<file path="config.mk">
export PLATFORM = sky130hd
export DESIGN_NAME = dcie_top
export DESIGN_NICKNAME = d
export VERILOG_FILES = /design/src/hw/dcie_bank.v /design/src/hw/dcie_top.v
export VERILOG_INCLUDE_DIRS = /design/src /design/src/hw
export SDC_FILE = /design/constraint.sdc
export NUM_CORES = 1
export LEC_CHECK = 0
export ABC_AREA = 0
export CORE_AREA = 2 2 185 187
export DETAILED_ROUTE_END_ITERATION = 10
export DIE_AREA = 0 0 187 189
export DONT_BUFFER_PORTS = 1
export PLACE_DENSITY_LB_ADDON = 0.08
export SETUP_SLACK_MARGIN = 0.5
export SYNTH_ARGS = -nofsm -noshare
export SYNTH_HDL_FRONTEND = slang
export SYNTH_SLANG_ARGS = --single-unit
</file>
<file path="constraint.sdc">
create_clock -name clk_in -period 2.22 [get_ports clk_in]
set_input_delay 0.111 -clock clk_in [delete_from_list [all_inputs] [get_ports clk_in]]
set_output_delay 0.111 -clock clk_in [all_outputs]
set_load 0.1 [all_outputs]
</file>
<file path="src/hw/dcie_defines.vh">
// Register map, field positions and reset values of the completion
// interrupt enable and queued-event clear block.
// Assumes byte addresses on a 32-bit Avalon-MM slave port.
`ifndef DCIE_DEFINES_VH
`define DCIE_DEFINES_VH

`define DCIE_ADDR_W 8
`define DCIE_DATA_W 32
`define DCIE_CHAN_N 64
`define DCIE_CODE_W 6

`define DCIE_OFF_LATCH_LO 8'h00
`define DCIE_OFF_LATCH_HI 8'h04
`define DCIE_OFF_QCLR_LO 8'h08
`define DCIE_OFF_QCLR_HI 8'h0C
`define DCIE_OFF_IEN_LO 8'h10
`define DCIE_OFF_IEN_HI 8'h14
`define DCIE_OFF_ISET_LO 8'h18
`define DCIE_OFF_ISET_HI 8'h1C
`define DCIE_OFF_ICLR_LO 8'h20
`define DCIE_OFF_ICLR_HI 8'h24
`define DCIE_OFF_PEND_LO 8'h28
`define DCIE_OFF_PEND_HI 8'h2C
`define DCIE_OFF_PCLR_LO 8'h30
`define DCIE_OFF_PCLR_HI 8'h34
`define DCIE_OFF_STAT 8'h38
`define DCIE_OFF_MASK 8'h3C

`define DCIE_ST_COMPLETE 0
`define DCIE_ST_DROPPED 1
`define DCIE_ST_UNMAPPED 2
`define DCIE_ST_W 3

`define DCIE_RST_WORD 32'h00000000
`define DCIE_RST_CHAN 64'h0000000000000000
`define DCIE_RST_STAT 3'h0
`define DCIE_RD_UNMAPPED 32'h00000000

`endif

</file>
<file path="src/hw/dcie_bank.v">
// Bank of per-channel flags with separate set and clear strobes.
// Assumes one clock; the clear strobe wins over a set in the same cycle.
`timescale 1ns/1ps

module dcie_bank #(
  parameter WIDTH = 64
) (
  input wire clk_in,
  input wire rst_n_in,
  input wire [WIDTH-1:0] set_in,
  input wire [WIDTH-1:0] clear_in,
  output wire [WIDTH-1:0] bits_out
);

  reg [WIDTH-1:0] bits_reg;
  wire [WIDTH-1:0] bits_next;

  assign bits_next = (bits_reg | set_in) & ~clear_in;

  always @(posedge clk_in or negedge rst_n_in) begin
    if (!rst_n_in) begin
      bits_reg <= {WIDTH{1'b0}};
    end else begin
      bits_reg <= bits_next;
    end
  end

  assign bits_out = bits_reg;

endmodule

</file>
<file path="src/hw/dcie_top.v">
// Queued-event latches, completion pending bits and completion interrupt
// enables for 64 channels, reached over an Avalon-MM slave port.
// Assumes all inputs are synchronous to clk_in.
//
// Contract
// - A one written to bit n of queued_event_clear_low clears latch n.
// - A one written to bit n of queued_event_clear_high clears latch n+32.
// - Both queued-event clear registers are write-only and read as zero.
// - A finished channel whose entry asks for it raises completion.
// - The enable registers change only through their set and clear words.
// - A one written to an enable-set bit sets that channel's enable.
// - A one written to an enable-clear bit clears that enable.
// - Bit n of completion_irq_enable_low enables channel n.
// - Bit n of completion_irq_enable_high enables channel n+32.
// - Both enable registers are read-only and reset to zero.
// - Bit n of completion_irq_enable_clear_low acts on channel n.
// - A channel whose latch is set is not granted further events.
// - A completion code n sets pending bit n until software clears it.
//
// Decided for this implementation: the register offsets and register access over Avalon-MM.
`timescale 1ns/1ps
`include "dcie_defines.vh"

module dcie_top #(
  parameter CHAN_N = `DCIE_CHAN_N,
  parameter CODE_W = `DCIE_CODE_W
) (
  input wire clk_in,
  input wire rst_n_in,
  input wire [7:0] avs_address_in,
  input wire avs_read_in,
  input wire avs_write_in,
  input wire [31:0] avs_writedata_in,
  input wire [3:0] avs_byteenable_in,
  output wire [31:0] avs_readdata_out,
  output wire avs_waitrequest_out,
  input wire [CHAN_N-1:0] event_req_in,
  input wire [CHAN_N-1:0] latch_hw_clear_in,
  input wire completion_valid_in,
  input wire completion_req_in,
  input wire [CODE_W-1:0] completion_code_in,
  output wire [CHAN_N-1:0] event_grant_out,
  output wire completion_irq_out,
  output wire irq_out
);

  ////////////////////////////////////////////////////////////////////////
  // Helper functions.

  // Expands byte enables to a bit mask over one data word.
  function [31:0] lane_mask;
    input [3:0] be;
    integer i;
    begin
      lane_mask = 32'h00000000;
      for (i = 0; i < 32; i = i + 1) begin
        lane_mask[i] = be[i / 8];
      end
    end
  endfunction

  // Write data of an accepted write to one offset, zero otherwise.
  function [31:0] wr_word;
    input hit;
    input [31:0] data;
    input [3:0] be;
    begin
      wr_word = hit ? (data & lane_mask(be)) : 32'h00000000;
    end
  endfunction

  // One-hot decode of a completion code onto the channel vector.
  function [CHAN_N-1:0] code_onehot;
    input [CODE_W-1:0] code;
    integer i;
    begin
      code_onehot = {CHAN_N{1'b0}};
      for (i = 0; i < CHAN_N; i = i + 1) begin
        code_onehot[i] = (code == i[CODE_W-1:0]);
      end
    end
  endfunction

  ////////////////////////////////////////////////////////////////////////
  // Bus handshake: every request waits one cycle, then is answered.

  reg ack_reg;
  wire req;
  wire accept;
  wire wr_acc;
  wire rd_acc;

  assign req = avs_read_in | avs_write_in;
  assign avs_waitrequest_out = req & ~ack_reg;
  assign accept = req & ack_reg;
  assign wr_acc = avs_write_in & ack_reg;
  assign rd_acc = avs_read_in & ack_reg;

  always @(posedge clk_in or negedge rst_n_in) begin
    if (!rst_n_in) begin
      ack_reg <= 1'b0;
    end else begin
      ack_reg <= req & ~ack_reg;
    end
  end

  ////////////////////////////////////////////////////////////////////////
  // Address decode.

  wire [7:0] a;
  reg mapped;

  assign a = avs_address_in;

  always @* begin
    if (a == `DCIE_OFF_LATCH_LO || a == `DCIE_OFF_LATCH_HI) begin
      mapped = 1'b1;
    end else if (a == `DCIE_OFF_QCLR_LO || a == `DCIE_OFF_QCLR_HI) begin
      mapped = 1'b1;
    end else if (a == `DCIE_OFF_IEN_LO || a == `DCIE_OFF_IEN_HI) begin
      mapped = 1'b1;
    end else if (a == `DCIE_OFF_ISET_LO || a == `DCIE_OFF_ISET_HI) begin
      mapped = 1'b1;
    end else if (a == `DCIE_OFF_ICLR_LO || a == `DCIE_OFF_ICLR_HI) begin
      mapped = 1'b1;
    end else if (a == `DCIE_OFF_PEND_LO || a == `DCIE_OFF_PEND_HI) begin
      mapped = 1'b1;
    end else if (a == `DCIE_OFF_PCLR_LO || a == `DCIE_OFF_PCLR_HI) begin
      mapped = 1'b1;
    end else if (a == `DCIE_OFF_STAT || a == `DCIE_OFF_MASK) begin
      mapped = 1'b1;
    end else begin
      mapped = 1'b0;
    end
  end

  ////////////////////////////////////////////////////////////////////////
  // Write strobes of the write-only command words.

  wire [31:0] d;
  wire [3:0] be;
  wire [CHAN_N-1:0] qclr;
  wire [CHAN_N-1:0] iset;
  wire [CHAN_N-1:0] iclr;
  wire [CHAN_N-1:0] pclr;

  assign d = avs_writedata_in;
  assign be = avs_byteenable_in;

  assign qclr = {wr_word(wr_acc && a == `DCIE_OFF_QCLR_HI, d, be),
                 wr_word(wr_acc && a == `DCIE_OFF_QCLR_LO, d, be)};

  assign iset = {wr_word(wr_acc && a == `DCIE_OFF_ISET_HI, d, be),
                 wr_word(wr_acc && a == `DCIE_OFF_ISET_LO, d, be)};

  assign iclr = {wr_word(wr_acc && a == `DCIE_OFF_ICLR_HI, d, be),
                 wr_word(wr_acc && a == `DCIE_OFF_ICLR_LO, d, be)};

  assign pclr = {wr_word(wr_acc && a == `DCIE_OFF_PCLR_HI, d, be),
                 wr_word(wr_acc && a == `DCIE_OFF_PCLR_LO, d, be)};

  ////////////////////////////////////////////////////////////////////////
  // Queued-event latches and event grant.

  wire [CHAN_N-1:0] latch;
  wire [CHAN_N-1:0] grant;
  reg [CHAN_N-1:0] grant_reg;

  assign grant = event_req_in & ~latch;

  dcie_bank #(.WIDTH(CHAN_N)) u_latch (
    .clk_in(clk_in),
    .rst_n_in(rst_n_in),
    .set_in(grant),
    .clear_in(qclr | latch_hw_clear_in),
    .bits_out(latch)
  );

  always @(posedge clk_in or negedge rst_n_in) begin
    if (!rst_n_in) begin
      grant_reg <= `DCIE_RST_CHAN;
    end else begin
      grant_reg <= grant;
    end
  end

  assign event_grant_out = grant_reg;

  ////////////////////////////////////////////////////////////////////////
  // Completion enables and pending bits.

  wire [CHAN_N-1:0] enable;
  wire [CHAN_N-1:0] pending;
  wire [CHAN_N-1:0] pset;
  wire comp_hit;

  // enables only via set and clear.
  dcie_bank #(.WIDTH(CHAN_N)) u_enable (
    .clk_in(clk_in),
    .rst_n_in(rst_n_in),
    .set_in(iset),
    .clear_in(iclr),
    .bits_out(enable)
  );

  assign comp_hit = completion_valid_in & completion_req_in;
  assign pset = comp_hit ? code_onehot(completion_code_in) :
                {CHAN_N{1'b0}};

  dcie_bank #(.WIDTH(CHAN_N)) u_pending (
    .clk_in(clk_in),
    .rst_n_in(rst_n_in),
    .set_in(pset),
    .clear_in(pclr),
    .bits_out(pending)
  );

  reg comp_irq_reg;

  always @(posedge clk_in or negedge rst_n_in) begin
    if (!rst_n_in) begin
      comp_irq_reg <= 1'b0;
    end else begin
      comp_irq_reg <= |(pending & enable);
    end
  end

  assign completion_irq_out = comp_irq_reg;

  ////////////////////////////////////////////////////////////////////////
  // Sticky status, mask and summary interrupt.

  reg [`DCIE_ST_W-1:0] stat_reg;
  reg [`DCIE_ST_W-1:0] stat_next;
  reg [`DCIE_ST_W-1:0] mask_reg;
  reg [`DCIE_ST_W-1:0] mask_next;
  reg irq_reg;
  reg [31:0] rdata_reg;
  wire [`DCIE_ST_W-1:0] stat_evt;
  wire [31:0] mask_wr;

  assign stat_evt[`DCIE_ST_COMPLETE] = comp_hit;
  assign stat_evt[`DCIE_ST_DROPPED] = |(event_req_in & latch);
  assign stat_evt[`DCIE_ST_UNMAPPED] = accept & ~mapped;
  assign mask_wr = lane_mask(be);

  // A read of the status word clears only the bits it returned, so an
  // event that lands while the read waits is kept for the next read.
  always @* begin
    stat_next = stat_reg;
    if (rd_acc && a == `DCIE_OFF_STAT) begin
      stat_next = stat_reg & ~rdata_reg[`DCIE_ST_W-1:0];
    end
    stat_next = stat_next | stat_evt;
    mask_next = mask_reg;
    if (wr_acc && a == `DCIE_OFF_MASK) begin
      mask_next = (mask_reg & ~mask_wr[`DCIE_ST_W-1:0]) |
                  (d[`DCIE_ST_W-1:0] & mask_wr[`DCIE_ST_W-1:0]);
    end
  end

  always @(posedge clk_in or negedge rst_n_in) begin
    if (!rst_n_in) begin
      stat_reg <= `DCIE_RST_STAT;
      mask_reg <= `DCIE_RST_STAT;
      irq_reg <= 1'b0;
    end else begin
      stat_reg <= stat_next;
      mask_reg <= mask_next;
      irq_reg <= |(stat_next & mask_next);
    end
  end

  assign irq_out = irq_reg;

  ////////////////////////////////////////////////////////////////////////
  // Read data, captured in the waiting cycle and held for the answer.

  reg [31:0] rdata_next;

  always @* begin
    if (a == `DCIE_OFF_LATCH_LO) begin
      rdata_next = latch[31:0];
    end else if (a == `DCIE_OFF_LATCH_HI) begin
      rdata_next = latch[63:32];
    end else if (a == `DCIE_OFF_IEN_LO) begin
      rdata_next = enable[31:0];
    end else if (a == `DCIE_OFF_IEN_HI) begin
      rdata_next = enable[63:32];
    end else if (a == `DCIE_OFF_PEND_LO) begin
      rdata_next = pending[31:0];
    end else if (a == `DCIE_OFF_PEND_HI) begin
      rdata_next = pending[63:32];
    end else if (a == `DCIE_OFF_STAT) begin
      rdata_next = {{(32-`DCIE_ST_W){1'b0}}, stat_reg};
    end else if (a == `DCIE_OFF_MASK) begin
      rdata_next = {{(32-`DCIE_ST_W){1'b0}}, mask_reg};
    end else begin
      rdata_next = `DCIE_RD_UNMAPPED;
    end
  end

  always @(posedge clk_in or negedge rst_n_in) begin
    if (!rst_n_in) begin
      rdata_reg <= `DCIE_RST_WORD;
    end else if (avs_read_in && !ack_reg) begin
      rdata_reg <= rdata_next;
    end
  end

  assign avs_readdata_out = rdata_reg;

endmodule

</file>
**After elaboration in Yosys (flattened, before gate mapping)**

Index checks and enable logic that the tools add are counted.

- Flip-flop bits (word level): 297
- Output and inout bits: 99
- Logic and storage cells: 172

- Reduce and logical (&&, ||, !) cells: 25
- Muxes and demuxes: 27
- Bitwise gates (word level): 32
- Equal/unequal tests: 78

Operators with widths:

| cell | number |
|---|---|
| 32-bit two-way mux | 14 |
| 64-bit bitwise AND | 6 |
| 64-bit inverter | 4 |
| 64-bit OR | 4 |
| 6-bit == test, second input constant | 32 |
| 64-bit OR reduction | 2 |
| 6-bit by 5-bit == test with 1-bit output, second input constant | 16 |
| 8-bit by 6-bit == test with 1-bit output, second input constant | 8 |
| 64-bit two-way mux | 1 |
| 6-bit by 4-bit == test with 1-bit output, second input constant | 8 |
| 32-bit bitwise AND | 1 |
| 8-bit by 5-bit == test with 1-bit output, second input constant | 4 |
| 6-bit by 3-bit == test with 1-bit output, second input constant | 4 |
| 8-bit by 4-bit == test with 1-bit output, second input constant | 2 |
| 3-bit bitwise AND | 4 |
| 6-bit by 2-bit == test with 1-bit output, second input constant | 2 |
| 3-bit two-way mux | 4 |
| 1-bit logical AND | 11 |
| 8-bit by 3-bit == test with 1-bit output, second input constant | 1 |
| 8-bit zero test | 1 |
| 1-bit logical OR | 8 |
| 1-bit two-way mux | 8 |
| 1-bit bitwise AND | 6 |
| 6-bit by 1-bit == test with 1-bit output, second input constant | 1 |
| 7 further kinds | 10 |

**Longest topological paths before layout**

- Depth in word-level cells: 15
- Mapped depth: 8
- Depth with buffers taken out: 6

**Cells and area by module**

A second synthesis with hierarchy kept.

- Cells, all modules: 1,436
- Area total of the unflattened synthesis: 14,685.3 um^2

By module, submodules not included:

| module | seq. area each (um^2) | times used | cells an instance | area each (um^2) |
|---|---|---|---|---|
| dcie_top | 2,627.5 | 1 | 1,052 | 7,958.9 |
| dcie_bank | 1,601.5 | 3 | 128 | 2,242.2 |

**Worst setup path after synthesis**

No wires, ideal clock.

- Kind: input-to-reg
- Start point: in avs_address_in[1]
- End point: reg irq_reg, in the netlist irq_out
- Data arrival time: 2.045 ns
- Stages: 7
- Path slack: 0.056 ns
- Required time: 2.101 ns
- Buffers on the path: 1
- Library setup time: 0.119 ns
- Cells stage by stage: or3b_1 -> buf_2 -> or3_1 -> or3_4 -> mux2_4 -> a22oi_2 -> a21bo_1

- Elaborated cells between the ends (all ways): 41
- Those cells by class: 15 x eq/ne; 10 x mux; 4 x bitwise; 12 x reduce/logical

RTL lines:

| item | RTL line | source |
|---|---|---|
| start, declared | dcie_top.v:30 | `input wire [7:0] avs_address_in,` |
| 8-bit by 6-bit == test with 1-bit output (no source line) | n/a |  |
| 1-bit logical AND (no source line) | n/a |  |
| 3-bit two-way mux | dcie_top.v:256 | `` if (wr_acc && a == `DCIE_OFF_MASK) begin `` |
| named net mask_next[0] | dcie_top.v:236 | `` reg [`DCIE_ST_W-1:0] mask_next; `` |
| 3-bit bitwise AND | dcie_top.v:270 | `irq_reg <= \|(stat_next & mask_next);` |
| 3-bit OR reduction | dcie_top.v:270 |  |
| end signal, assigned | dcie_top.v:270 |  |
| end, declared | dcie_top.v:237 | `reg irq_reg;` |

The timed path passes the listed nets, and every way through them passes these cells.
A chain may end at the register's enable or synchronous reset.

**Final worst setup path**

- Start point: reg ack_reg
- End point: reg irq_reg, in the netlist irq_out

- Elaborated cells between the ends (all ways): 11
- Those cells by class: 2 x mux; 6 x bitwise; 3 x reduce/logical

RTL lines:

| item | RTL line | source |
|---|---|---|
| start, declared | dcie_top.v:87 | `reg ack_reg;` |
| start signal, assigned | dcie_top.v:103 | `ack_reg <= req & ~ack_reg;` |
| 1-bit bitwise AND | dcie_top.v:96 | `assign wr_acc = avs_write_in & ack_reg;` |
| 1-bit logical AND (no source line) | n/a |  |
| 3-bit two-way mux | dcie_top.v:256 |  |
| named net mask_next[0] | dcie_top.v:236 |  |
| 3-bit bitwise AND | dcie_top.v:270 |  |
| 3-bit OR reduction | dcie_top.v:270 |  |

The timed path passes the listed nets, and every way through them passes these cells.

==> impl_metrics.json <==
{
  "slew_violations": 0,
  "htreeDepth": 2,
  "fin_nets": 1672,
  "core.rowCount": 67,
  "slew_headroom": 0.333,
  "r2r.worst_path.cells": 6,
  "max_stage_delay_ns": 0.42,
  "syn2layout_area_growth_pct": 28.4,
  "place_area_sq_um": 14100,
  "synth_cell_type_count": 52,
  "endpoint": "irq_out",
  "ios": 283,
  "seq_area_frac_synth": 0.567,
  "critPathTopFamily": "simple AND/OR/NAND/NOR gates",
  "reg2reg_to": "irq_out",
  "postRouteAntennaNets": 0,
  "violations": "negative hold slack",
  "syn_inst": 1319,
  "path_clk_slew_ns": 0.06,
  "worstPathArrival_ns": 2.41,
  "final_area_sq_um": 16800,
  "worstPathCellList": "nand2_1, or3_4, or3_4, mux2_4, a22oi_2, a21bo_1",
  "endpoint_kind": "flop",
  "setup_viol": 0,
  "fmax_ghz": 0.498,
  "required_ns": 2.62,
  "avgSynthCellArea_sq_um": 9.94,
  "die_w_microns": 187,
  "yosys.area.top_type_share": 0.567,
  "path_max_fanout": 3,
  "setup_ws_ns": 0.214,
  "layout_common_cells": "a21oi_1, dfrtp_1, dlygate4sd3_1",
  "fin_crit_ns": 2.01,
  "peakVddDrop_uv": 520,
  "via_count": 12100,
  "drc": 0,
  "first_global_vias": 11700,
  "insertion_delay_ns": 0.52,
  "synth_warnings": 0,
  "crit_start": "ack_reg",
  "die_area_sq_um": 35300,
  "io_buffers": 0,
  "gp_congestion": 0.910,
  "wl_per_cell_microns": 29.7,
  "crit_type": "reg2reg",
  "hold_viol": 298,
  "ys_async_sr_fraction": 1.00,
  "cts.sinks": 297,
  "drive_above_1_share": 0.123,
  "initial_utilization": 0.394,
  "yosys-top-cells-area": "dfrtp_1, a21oi_1, a211oi_1, nor2b_1, nor2_1",
  "dp.cells": 1754,
  "fp.dieH_microns": 189,
  "synth-seq-cells": 297,
  "drt_iter0_drc": 1507,
  "yosys_most_used_dff": "dfrtp_1",
  "use_met3": 0.0754,
  "synth_area_sq_um": 13100,
  "grt_util_all_layers": 0.325,
  "drt-total-wl_microns": 58100,
  "grt_overflow": 0,
  "outcome": "finished, violations left",
  "n_antenna_cell": 0,
  "clockBufferDepth": 3,
  "slowest_stage": "or3_4",
  "p_per_area_nw_per_um2": 810,
  "reg2reg_slack_ns": 0.21,
  "cts_buffers": 35,
  "synth_fp_nets": 1503,
  "rsz0062_at_grt": "true",
  "finalClockSkew_ns": 0.0196,
  "cp.depth": 6,
  "worstMarginPinSlew_ns": 1.00,
  "fp.coreArea_sq_um": 33300,
  "synth_largest_area_cell": "dfrtp_1",
  "worst-path-buf-inv": 0,
  "final_common_cell": "a21oi_1",
  "power.leakage_uw": 0.00724,
  "hold_ws_ns": -0.674,
  "hp-class": "in2async",
  "firstDrtPassIters": 5,
  "post-place-ws_ns": 0.0107,
  "cts-root-buf": "clkbuf_16",
  "synth_edf_count": 0,
  "grt-busiest-layer": "met2",
  "cts_tree": "built",
  "met1_usage": 0.463,
  "hold_buffers": 145,
  "grt_first_pass_wirelength_microns": 84400,
  "grt_use_met2": 0.503,
  "crit_top_cell": "or3_4",
  "final_cells": 1959,
  "cp-start-kind": "flop",
  "antenna_found_initial": 1,
  "vias_per_cell": 6.17,
  "place_hpwl_microns": 41000,
  "max-cap-violations": 0,
  "grt_max_degree": 298,
  "finalSetupTns_ns": 0,
  "period_share": 0.904,
  "rr_startpoint": "ack_reg"
}
metal layers:
layer  vias up  part of all wire  wire [microns]
met5         -                 0               0
met4         0             0.022            1300
met3        71             0.095            5550
met2       720              0.45           26400
met1      6123              0.43           24800
li1       5164                 -               -
power breakdown:
group          switching, uW  internal, uW  leakage [uW]
combinational            728           496       0.00280
sequential               980          5750       0.00389
clock                   2310          3360      0.000550
Yosys cell counts (2+ instances only):
cell type  instances
a21oi_1          297
dfrtp_1          297
nor2_1           102
nand2_1           74
nor2b_1           66
a211oi_1          64
clkbuf_1          59
a22oi_1           45
o21ai_0           40
and2_1            32
clkbuf_2          29
a22o_1            23
a221oi_1          22
inv_1             20
o22ai_1           16
a221o_1           15
nand3_1           13
nand4_1           11
nor3_1            11
o211ai_1          10
nand2b_1           9
and3_1             6
nor4_1             6
o31ai_1            5
buf_2              4
o21ai_1            4
o221ai_1           4
or3_1              3
or4_1              3
a31oi_1            2
buf_1              2
mux2_4             2
mux2i_1            2
nor3b_1            2
or4b_2             2
area by class of cell:
class	count	area, sq um
clock inverter	11	111
fill	3097	16500
timing repair buffer	226	2210
clock buffer	49	998
inverter	21	78.8
tap	448	561
multi-input combinational	907	5440
sequential	297	7430
worst min path at each step:
stage / startpoint / end / cells after the start / slack (ns)
floorplan: rst_n_in / ack_reg / 0 / -0.18
CTS: rst_n_in / stat_reg[2] / 0 / -0.69
finish: rst_n_in / ack_reg / 0 / -0.67
global placement: rst_n_in / u_enable.bits_out[32] / 0 / -0.16
detailed placement: rst_n_in / u_enable.bits_out[32] / 0 / -0.16
global route: rst_n_in / ack_reg / 0 / -0.69
per-stage QoR:
| stage | power [uW] | utilization |
|---|---|---|
| floorplan | 7280 | - |
| global placement | 7700 | 0.424 |
| detailed placement | 7710 | 0.424 |
| CTS | 13600 | 0.505 |
| global route | 14000 | 0.506 |
| finish | 13600 | 0.506 |
cell families (layout without fill, tap and decap cells):
| logic type | after synthesis | count (layout) | synth area share |
|---|---|---|---|
| AOI/OAI and AO/OA | 553 | 553 | 0.258 |
| and+or+nand+nor | 349 | 349 | 0.134 |
| DFF | 297 | 297 | 0.567 |
| buffers and inverters | 115 | 307 | 0.0361 |
| muxes | 5 | 5 | 0.00468 |
timing repair:
item	in CTS	in global routing
setup buffers	0	0
pin swaps	1	2
endpoints found under the hold margin	462	298
gates resized for setup	20	5
setup endpoints to repair	3	3
Power figures use the tool's default switching activity.
